## src/rtl/reset_cause_defines.vh

```
// Constants shared by the reset-cause flag register block.
`ifndef RESET_CAUSE_DEFINES_VH
`define RESET_CAUSE_DEFINES_VH

// Register byte addresses on the AXI4-Lite bus.
`define ADDR_FLAGS 8'h00
`define ADDR_CTRL 8'h04
`define ADDR_IRQ_STATUS 8'h08
`define ADDR_IRQ_MASK 8'h0C
`define ADDR_WORD_MASK 8'hFC

// Register select codes returned by the address decoder.
`define SEL_NONE 3'h0
`define SEL_FLAGS 3'h1
`define SEL_CTRL 3'h2
`define SEL_IRQ_STATUS 3'h3
`define SEL_IRQ_MASK 3'h4

// Bit positions in reset_cause_flags.
`define BIT_STK_OVF 7
`define BIT_STK_UNF 6
`define BIT_WDT_N 4
`define BIT_PIN_N 3
`define BIT_INSTR_N 2
`define BIT_POR_N 1
`define BIT_BOR_N 0

// Implemented bits of reset_cause_flags; bit 5 is absent.
`define FLAGS_IMPL_MASK 8'hDF
// Power-on value of reset_cause_flags.
`define FLAGS_POR_VALUE 8'h1C

// Control register.
`define CTRL_STACK_RESET_EN 0
`define CTRL_RESET 1'h0

// Index of each reset source in the synchronised event vector.
`define EV_WDT 0
`define EV_PIN 1
`define EV_INSTR 2
`define EV_OVF 3
`define EV_UNF 4
`define EV_BOR 5
`define EV_LOW_POWER_BROWNOUT_DETECTOR 6
`define NUM_EVENTS 7

// Interrupt status and mask bits.
`define IRQ_WDT 0
`define IRQ_PIN 1
`define IRQ_INSTR 2
`define IRQ_OVF 3
`define IRQ_UNF 4
`define IRQ_BOR 5
`define IRQ_WIDTH 6
`define IRQ_RESET 6'h00

// AXI responses.
`define RESP_OKAY 2'h0
`define RESP_SLVERR 2'h2

`endif

```

## src/rtl/event_sync.v

```verilog
// Two-flip-flop synchroniser for a vector of asynchronous event levels.
`timescale 1ns/1ns
`default_nettype none

module event_sync #(
    parameter WIDTH = 7
) (
    input wire aclk,
    input wire aresetn,
    input wire [WIDTH-1:0] din,
    output wire [WIDTH-1:0] dout
);

    reg [WIDTH-1:0] stage1_ff;
    reg [WIDTH-1:0] stage2_ff;

    // The first stage feeds the second stage only.
    always @(posedge aclk) begin
        if (!aresetn) begin
            stage1_ff <= {WIDTH{1'b0}};
            stage2_ff <= {WIDTH{1'b0}};
        end else begin
            stage1_ff <= din;
            stage2_ff <= stage1_ff;
        end
    end

    assign dout = stage2_ff;

endmodule

`default_nettype wire

```

## src/rtl/reset_cause_flag_register.v

```verilog
// Reset-cause flag register with AXI4-Lite access and a sticky interrupt.
//
// Notes on behaviour
// - Stack overflow sets bit 7; stays until firmware writes zero; power-on and brown-out clear it.
// - Stack underflow sets bit 6; stays until firmware writes zero; power-on and brown-out clear it.
// - Bit 5 does not exist: it reads zero and ignores writes.
// - Watchdog reset clears bit 4; firmware may rewrite one; power-on and brown-out give one.
// - External pin reset clears bit 3; firmware may rewrite one; power-on gives one.
// - Reset instruction clears bit 2; firmware may rewrite one; power-on gives one.
// - Power-on clears bit 1, other resets leave it; firmware rewrites one afterwards.
// - Brown-out clears bit 0; firmware rewrites one after power-on or brown-out.
// - Power-on and brown-out load one set of values, except that brown-out leaves bit 1; other resets another.
// - Stack flags are set by hardware, others cleared; all stay readable and writable.
// - Low-power and standard brown-out detectors both drive the brown-out flag.
// - Stack faults request a reset only when the stack fault enable is set.
`timescale 1ns/1ns
`default_nettype none
`include "reset_cause_defines.vh"

module reset_cause_flag_register #(
    parameter ADDR_WIDTH = 8
) (
    input wire aclk,
    input wire aresetn,
    // AXI4-Lite write address channel.
    input wire [ADDR_WIDTH-1:0] s_axi_awaddr,
    input wire s_axi_awvalid,
    output wire s_axi_awready,
    // AXI4-Lite write data channel.
    input wire [31:0] s_axi_wdata,
    input wire [3:0] s_axi_wstrb,
    input wire s_axi_wvalid,
    output wire s_axi_wready,
    // AXI4-Lite write response channel.
    output wire [1:0] s_axi_bresp,
    output wire s_axi_bvalid,
    input wire s_axi_bready,
    // AXI4-Lite read address channel.
    input wire [ADDR_WIDTH-1:0] s_axi_araddr,
    input wire s_axi_arvalid,
    output wire s_axi_arready,
    // AXI4-Lite read data channel.
    output wire [31:0] s_axi_rdata,
    output wire [1:0] s_axi_rresp,
    output wire s_axi_rvalid,
    input wire s_axi_rready,
    // Reset source levels, each from outside this clock domain.
    input wire watchdog_timeout,
    input wire external_reset_pin_event,
    input wire reset_instr_event,
    input wire stack_overflow_event,
    input wire stack_underflow_event,
    input wire brownout_detector,
    input wire low_power_brownout_detector,
    // Outputs.
    output wire stack_fault_reset_req,
    output wire [7:0] reset_cause_flags,
    output wire irq
);

    // Decodes a byte address into a register select code.
    function [2:0] decode_addr;
        input [ADDR_WIDTH-1:0] addr;
        reg [7:0] word;
        begin
            word = addr[7:0] & `ADDR_WORD_MASK;
            case (word)
                `ADDR_FLAGS: decode_addr = `SEL_FLAGS;
                `ADDR_CTRL: decode_addr = `SEL_CTRL;
                `ADDR_IRQ_STATUS: decode_addr = `SEL_IRQ_STATUS;
                `ADDR_IRQ_MASK: decode_addr = `SEL_IRQ_MASK;
                default: decode_addr = `SEL_NONE;
            endcase
            // A shift keeps this legal when the address is exactly one byte wide.
            if ((addr >> 8) != {ADDR_WIDTH{1'b0}}) begin
                decode_addr = `SEL_NONE;
            end
        end
    endfunction

    // Bus state.
    reg awready_ff;
    reg wready_ff;
    reg aw_full_ff;
    reg w_full_ff;
    reg [ADDR_WIDTH-1:0] awaddr_ff;
    reg [7:0] wdata_ff;
    reg wstrb0_ff;
    reg bvalid_ff;
    reg [1:0] bresp_ff;
    reg arready_ff;
    reg rvalid_ff;
    reg [1:0] rresp_ff;
    reg [31:0] rdata_ff;

    // Block state.
    reg [7:0] flags_ff;
    reg [7:0] nxt_flags;
    reg ctrl_ff;
    reg [`IRQ_WIDTH-1:0] irq_status_ff;
    reg [`IRQ_WIDTH-1:0] nxt_irq_status;
    reg [`IRQ_WIDTH-1:0] irq_mask_ff;
    reg irq_ff;
    reg stack_req_ff;
    reg [`NUM_EVENTS-1:0] ev_prev_ff;

    wire [`NUM_EVENTS-1:0] ev_raw;
    wire [`NUM_EVENTS-1:0] ev_sync;
    wire [`NUM_EVENTS-1:0] ev_rise;
    wire bor_event;
    wire stack_event;
    wire do_write;
    wire [2:0] wr_sel;
    wire [2:0] rd_sel;
    wire wr_hit;
    wire wr_flags;
    wire wr_ctrl;
    wire wr_irq_status;
    wire wr_irq_mask;
    wire [`IRQ_WIDTH-1:0] irq_events;

    assign ev_raw[`EV_WDT] = watchdog_timeout;
    assign ev_raw[`EV_PIN] = external_reset_pin_event;
    assign ev_raw[`EV_INSTR] = reset_instr_event;
    assign ev_raw[`EV_OVF] = stack_overflow_event;
    assign ev_raw[`EV_UNF] = stack_underflow_event;
    assign ev_raw[`EV_BOR] = brownout_detector;
    assign ev_raw[`EV_LOW_POWER_BROWNOUT_DETECTOR] = low_power_brownout_detector;

    event_sync #(
        .WIDTH(`NUM_EVENTS)
    ) u_event_sync (
        .aclk(aclk),
        .aresetn(aresetn),
        .din(ev_raw),
        .dout(ev_sync)
    );

    // A source that stays asserted counts once, at its rising edge.
    always @(posedge aclk) begin
        if (!aresetn) begin
            ev_prev_ff <= {`NUM_EVENTS{1'b0}};
        end else begin
            ev_prev_ff <= ev_sync;
        end
    end

    assign ev_rise = ev_sync & ~ev_prev_ff;
    assign bor_event = ev_rise[`EV_BOR] | ev_rise[`EV_LOW_POWER_BROWNOUT_DETECTOR];
    assign stack_event = ev_rise[`EV_OVF] | ev_rise[`EV_UNF];

    // Write path: address and data are taken in either order.
    assign do_write = aw_full_ff & w_full_ff & ~bvalid_ff;
    assign wr_sel = decode_addr(awaddr_ff);
    assign wr_hit = do_write & wstrb0_ff;
    assign wr_flags = wr_hit & (wr_sel == `SEL_FLAGS);
    assign wr_ctrl = wr_hit & (wr_sel == `SEL_CTRL);
    assign wr_irq_status = wr_hit & (wr_sel == `SEL_IRQ_STATUS);
    assign wr_irq_mask = wr_hit & (wr_sel == `SEL_IRQ_MASK);
    assign rd_sel = decode_addr(s_axi_araddr);

    always @(posedge aclk) begin
        if (!aresetn) begin
            awready_ff <= 1'b0;
            wready_ff <= 1'b0;
            aw_full_ff <= 1'b0;
            w_full_ff <= 1'b0;
            awaddr_ff <= {ADDR_WIDTH{1'b0}};
            wdata_ff <= 8'h00;
            wstrb0_ff <= 1'b0;
            bvalid_ff <= 1'b0;
            bresp_ff <= `RESP_OKAY;
        end else begin
            // Ready opens the cycle after reset and after each response.
            if (!aw_full_ff && !bvalid_ff && !awready_ff) begin
                awready_ff <= 1'b1;
            end
            if (!w_full_ff && !bvalid_ff && !wready_ff) begin
                wready_ff <= 1'b1;
            end
            if (s_axi_awvalid && awready_ff) begin
                awaddr_ff <= s_axi_awaddr;
                aw_full_ff <= 1'b1;
                awready_ff <= 1'b0;
            end
            if (s_axi_wvalid && wready_ff) begin
                wdata_ff <= s_axi_wdata[7:0];
                wstrb0_ff <= s_axi_wstrb[0];
                w_full_ff <= 1'b1;
                wready_ff <= 1'b0;
            end
            if (do_write) begin
                aw_full_ff <= 1'b0;
                w_full_ff <= 1'b0;
                bvalid_ff <= 1'b1;
                if (wr_sel == `SEL_NONE) begin
                    bresp_ff <= `RESP_SLVERR;
                end else begin
                    bresp_ff <= `RESP_OKAY;
                end
            end
            if (bvalid_ff && s_axi_bready) begin
                bvalid_ff <= 1'b0;
            end
        end
    end

    // Read path: data are registered at the address handshake.
    always @(posedge aclk) begin
        if (!aresetn) begin
            arready_ff <= 1'b0;
            rvalid_ff <= 1'b0;
            rresp_ff <= `RESP_OKAY;
            rdata_ff <= 32'h00000000;
        end else begin
            if (!rvalid_ff && !arready_ff) begin
                arready_ff <= 1'b1;
            end
            if (s_axi_arvalid && arready_ff) begin
                arready_ff <= 1'b0;
                rvalid_ff <= 1'b1;
                rresp_ff <= `RESP_OKAY;
                case (rd_sel)
                    `SEL_FLAGS: rdata_ff <= {24'h000000, flags_ff & `FLAGS_IMPL_MASK};
                    `SEL_CTRL: rdata_ff <= {31'h00000000, ctrl_ff};
                    `SEL_IRQ_STATUS: rdata_ff <= {26'h0000000, irq_status_ff};
                    `SEL_IRQ_MASK: rdata_ff <= {26'h0000000, irq_mask_ff};
                    default: begin
                        rdata_ff <= 32'h00000000;
                        rresp_ff <= `RESP_SLVERR;
                    end
                endcase
            end
            if (rvalid_ff && s_axi_rready) begin
                rvalid_ff <= 1'b0;
            end
        end
    end

    // Flag update: firmware write first, hardware events override it.
    always @* begin
        nxt_flags = flags_ff;
        if (wr_flags) begin
            nxt_flags = wdata_ff & `FLAGS_IMPL_MASK;
        end
        if (ev_rise[`EV_OVF]) begin
            nxt_flags[`BIT_STK_OVF] = 1'b1;
        end
        if (ev_rise[`EV_UNF]) begin
            nxt_flags[`BIT_STK_UNF] = 1'b1;
        end
        if (ev_rise[`EV_WDT]) begin
            nxt_flags[`BIT_WDT_N] = 1'b0;
        end
        if (ev_rise[`EV_PIN]) begin
            nxt_flags[`BIT_PIN_N] = 1'b0;
        end
        if (ev_rise[`EV_INSTR]) begin
            nxt_flags[`BIT_INSTR_N] = 1'b0;
        end
        // Brown-out is a full device reset, so its values win over all.
        if (bor_event) begin
            nxt_flags[`BIT_STK_OVF] = 1'b0;
            nxt_flags[`BIT_STK_UNF] = 1'b0;
            nxt_flags[`BIT_WDT_N] = 1'b1;
            nxt_flags[`BIT_PIN_N] = 1'b1;
            nxt_flags[`BIT_INSTR_N] = 1'b1;
            nxt_flags[`BIT_BOR_N] = 1'b0;
        end
    end

    // The bus reset stands for the power-on reset of the flags.
    always @(posedge aclk) begin
        if (!aresetn) begin
            flags_ff <= `FLAGS_POR_VALUE;
        end else begin
            flags_ff <= nxt_flags;
        end
    end

    // Control register and stack fault reset request.
    always @(posedge aclk) begin
        if (!aresetn) begin
            ctrl_ff <= `CTRL_RESET;
            stack_req_ff <= 1'b0;
        end else begin
            if (wr_ctrl) begin
                ctrl_ff <= wdata_ff[`CTRL_STACK_RESET_EN];
            end
            stack_req_ff <= stack_event & ctrl_ff;
        end
    end

    // Interrupt: sticky status, write one to clear, a new event wins.
    assign irq_events[`IRQ_WDT] = ev_rise[`EV_WDT];
    assign irq_events[`IRQ_PIN] = ev_rise[`EV_PIN];
    assign irq_events[`IRQ_INSTR] = ev_rise[`EV_INSTR];
    assign irq_events[`IRQ_OVF] = ev_rise[`EV_OVF];
    assign irq_events[`IRQ_UNF] = ev_rise[`EV_UNF];
    assign irq_events[`IRQ_BOR] = bor_event;

    always @* begin
        nxt_irq_status = irq_status_ff;
        if (wr_irq_status) begin
            nxt_irq_status = nxt_irq_status & ~wdata_ff[`IRQ_WIDTH-1:0];
        end
        nxt_irq_status = nxt_irq_status | irq_events;
    end

    always @(posedge aclk) begin
        if (!aresetn) begin
            irq_status_ff <= `IRQ_RESET;
            irq_mask_ff <= `IRQ_RESET;
            irq_ff <= 1'b0;
        end else begin
            irq_status_ff <= nxt_irq_status;
            if (wr_irq_mask) begin
                irq_mask_ff <= wdata_ff[`IRQ_WIDTH-1:0];
            end
            // Registered so that the pin has no combinational path.
            irq_ff <= |(irq_status_ff & irq_mask_ff);
        end
    end

    assign s_axi_awready = awready_ff;
    assign s_axi_wready = wready_ff;
    assign s_axi_bvalid = bvalid_ff;
    assign s_axi_bresp = bresp_ff;
    assign s_axi_arready = arready_ff;
    assign s_axi_rvalid = rvalid_ff;
    assign s_axi_rresp = rresp_ff;
    assign s_axi_rdata = rdata_ff;
    assign stack_fault_reset_req = stack_req_ff;
    assign reset_cause_flags = flags_ff;
    assign irq = irq_ff;

endmodule

`default_nettype wire

```

## config.mk

```make
export PLATFORM = sky130hd
export DESIGN_NAME = reset_cause_flag_register
export DESIGN_NICKNAME = d
export VERILOG_FILES = /design/src/rtl/event_sync.v /design/src/rtl/reset_cause_flag_register.v
export VERILOG_INCLUDE_DIRS = /design/src /design/src/rtl
export SDC_FILE = /design/constraint.sdc
export NUM_CORES = 1
export LEC_CHECK = 0
export BUFFER_PORTS_ARGS = -buffer_cell sky130_fd_sc_hd__buf_2
export CORE_MARGIN = 8
export CORE_UTILIZATION = 52
export DETAILED_ROUTE_END_ITERATION = 8
export GPL_ROUTABILITY_DRIVEN = 0
export PLACE_DENSITY_LB_ADDON = 0.25
export SLEW_MARGIN = 20
export SYNTH_ARGS = -nofsm -noshare
export SYNTH_HDL_FRONTEND = slang
export SYNTH_HIERARCHICAL = 1
export SYNTH_SLANG_ARGS = --single-unit
```

## constraint.sdc

```tcl
create_clock -name aclk -period 2.81 [get_ports aclk]
set_clock_uncertainty 0.15 [all_clocks]
set_input_delay 0.1405 -clock aclk [delete_from_list [all_inputs] [get_ports aclk]]
set_output_delay 0.1405 -clock aclk [all_outputs]
set_load 0.005 [all_outputs]
```

==> results.md <==
* Setup TNS at 0 ns
* Most frequent cells in the layout: 75 x dfxtp_1, 58 x buf_2, 36 x nand2_1, 33 x dlygate4sd3_1, 27 x conb_1
* Total Wirelength at 6280 um
* Tmin final at 1.80 ns
* Proportion of layout cells with a drive suffix above 1 at 0.228
* Slew @ Worst Pin at 0.514 ns
* Seq/Total Area, Yosys at 0.506
* Most common cell after layout, fill and taps aside: dfxtp_1
* ANT nets after route at 0
* YS warnings at 6
* Sequential Area at roughly 1500 um2
* Synth Instances at 316
* Slew Limit Headroom at 0.657
* Max Fclk at 556 MHz
* CORE AREA at roughly 5500 um2
* Crit end category: flop
* Synthesis-to-finish area growth at 27.2%
* Final Cycle Share at 0.641
* Crit path DAT at 1.87 ns
* Status: complete, no violations
* VDD IR max at 0.000499 V
* # resized after CTS at 0
* Antenna Cells at 0
* Vias in the first global route at 2252
* DRC Markers at 0
* Final hold viol count at 0
* Crit path launch type: flop
* Static leakage at 1.64 nW
* Area occupied by multi-input gates at 1260 um2
* Final setup vio count at 0
* Port bufs at 58
* Clock latency on the worst-skew pair at 0.34 ns
* Total global routing overflow at 0
* Drt pass-1 iters at 4
* TritonCTS clock tree: yes
* Width of the die at 91.5 um
* First-pass GRT wire length at approximately 10000 um
* WL/cell at 13.1 um
* Placed wire-length estimate at 4360 um
* CTS HTree Levels at 3
* CTS root buffer: clkbuf_8
* Max Root-Sink Buffers at 2
* Initial antenna violation count at 0
* Final Slew Violations at 0
* Initial Utilization at 0.539
* Crit Path Class: reg2reg
* EDFF count, synth at 0
* CTS sink cnt at 75
* Primary FF master, synth: dfxtp_1
* Flops & latches, synth at 75
* Syn Area/Cell at 9.39 um2
* GRT Total Usage at 0.151
* MaxCap Viol Count at 0
* Largest net degree at the start of global routing at 23
* Nets at 469
* Worst-path clk slew at roughly 0.070 ns
* Tot Pwr at 0.00239 W
* RSZ-0062 raised after global routing: false
* Power Dens Cells at 633 nW/um2
* Fill cells at 432
* Die Ht at 91.5 um
* Vias after detailed routing at 2320
* Avg Vias per Cell at between 4 and 5
* # IOs at 117
* CTS Buf Count at 9
* Initial DRC Count at 141
* Asr flop ratio synth at 0
* Worst-path fanout max at 12
* Worst Path Required at 2.88 ns
* Die area at around 8400 um2
* Cell area after synthesis at 2970 um2
* Synth unique cells at 39
* HP Class: in2reg
* Row cnt at 27
[critical path, stage by stage (launching register included)]
cell and delay [ns]:
dfxtp_1 0.35, and3b_1 0.43, nand4_1 0.45, nand3_1 0.21
o21ai_1 0.08
[path summary, 6_finish.rpt]
check | start | end | slack, ns | depth (start not counted)
max | s_axi_bvalid | irq_mask_ff[0] | 1.01 | 4
min | s_axi_awvalid | s_axi_awready | 0.01 | 4
max reg2reg | s_axi_bvalid | irq_mask_ff[0] | 1.01 | 4
min reg2reg | u_event_sync/stage1_ff[6] | u_event_sync/dout[6] | 0.30 | 1
[through the flow]
step	setup slack [ns]	utilization	hold WS (ns)	instance area (um2)	cells
finish	1.01	0.685	0.0137	3770	480
global route	0.853	0.685	0.0457	3770	480
CTS	1.01	0.685	0.00213	3770	480
detailed placement	1.03	0.577	0.201	3180	431
global placement	1.04	0.577	0.196	3180	431
floorplan	1.35	-	0.118	3060	342
[routing by layer]
metal  vias to the layer above  GRT usage  share of wire
li1                       1195          -              -
met1                      1039      0.179           0.45
met2                        74      0.230           0.45
met3                        12     0.0617          0.078
met4                         0     0.0750          0.020
met5                         -          0              0
[power by group]
part / switching [W] / total, W / leakage [nW] / internal (W)
Sequential: 0.0000317 / 0.00114 / 0.612 / 0.00110
Combinational: 0.0000931 / 0.000190 / 0.905 / 0.0000970
Clock: 0.000387 / 0.00106 / 0.125 / 0.000677
Total: 0.000512 / 0.00239 / 1.64 / 0.00188
[what timing repair did]
action,4_1_cts,5_1_grt
endpoints found under the hold margin,26,0
setup buffers,0,0
hold buffers,33,0
setup endpoints to repair,0,0
[area by class of cell]
| type | instances | area share |
|---|---|---|
| clock buffer | 9 | 0.0328 |
| clock inverter | 7 | 0.0371 |
| inverter | 6 | 0.00597 |
| multi-input combinational | 218 | 0.334 |
| sequential | 75 | 0.398 |
| tap | 72 | 0.0239 |
| timing repair buffer | 93 | 0.168 |
[registers in the layout, summed over array words and instances, names as in the netlist, 6 cells and up]
name                    cells
awaddr_ff                   6
wdata_ff                    8
irq_mask_ff                 6
irq_status_ff               6
ev_prev_ff                  7
s_axi_rdata                 8
u_event_sync/dout           7
u_event_sync/stage1_ff      7
reset_cause_flags           7
[cells in the mapped netlist (2+ instances only)]
cell / instances / area (um2)
a21bo_1: 3 / 30.0
o21ai_0: 5 / 25.0
mux2i_1: 12 / 120
dfxtp_1: 75 / 1500
nand2b_1: 2 / 12.5
o21ai_1: 10 / 50.1
mux2_2: 2 / 22.5
a21boi_1: 3 / 22.5
nor2b_1: 4 / 25.0
and2_1: 14 / 87.6
o21a_1: 3 / 22.5
buf_1: 3 / 11.3
nor2_1: 11 / 41.3
nand3_1: 19 / 95.1
clkbuf_1: 5 / 18.8
a22oi_1: 4 / 30.0
and2_2: 10 / 75.1
buf_4: 28 / 210
nand4_1: 2 / 12.5
inv_1: 6 / 22.5
a21oi_1: 26 / 130
buf_2: 6 / 30.0
nor3_1: 6 / 30.0
nand2_1: 36 / 135
a22o_1: 7 / 61.3
[cell families after synthesis]
family,after synthesis,synth area share
other cells,1,0.00126
compound gates,64,0.133
simple gates,112,0.205
mux,15,0.0519
buf+inv,49,0.102
flops,75,0.506
No activity file was read; power rests on OpenSTA's default activity.
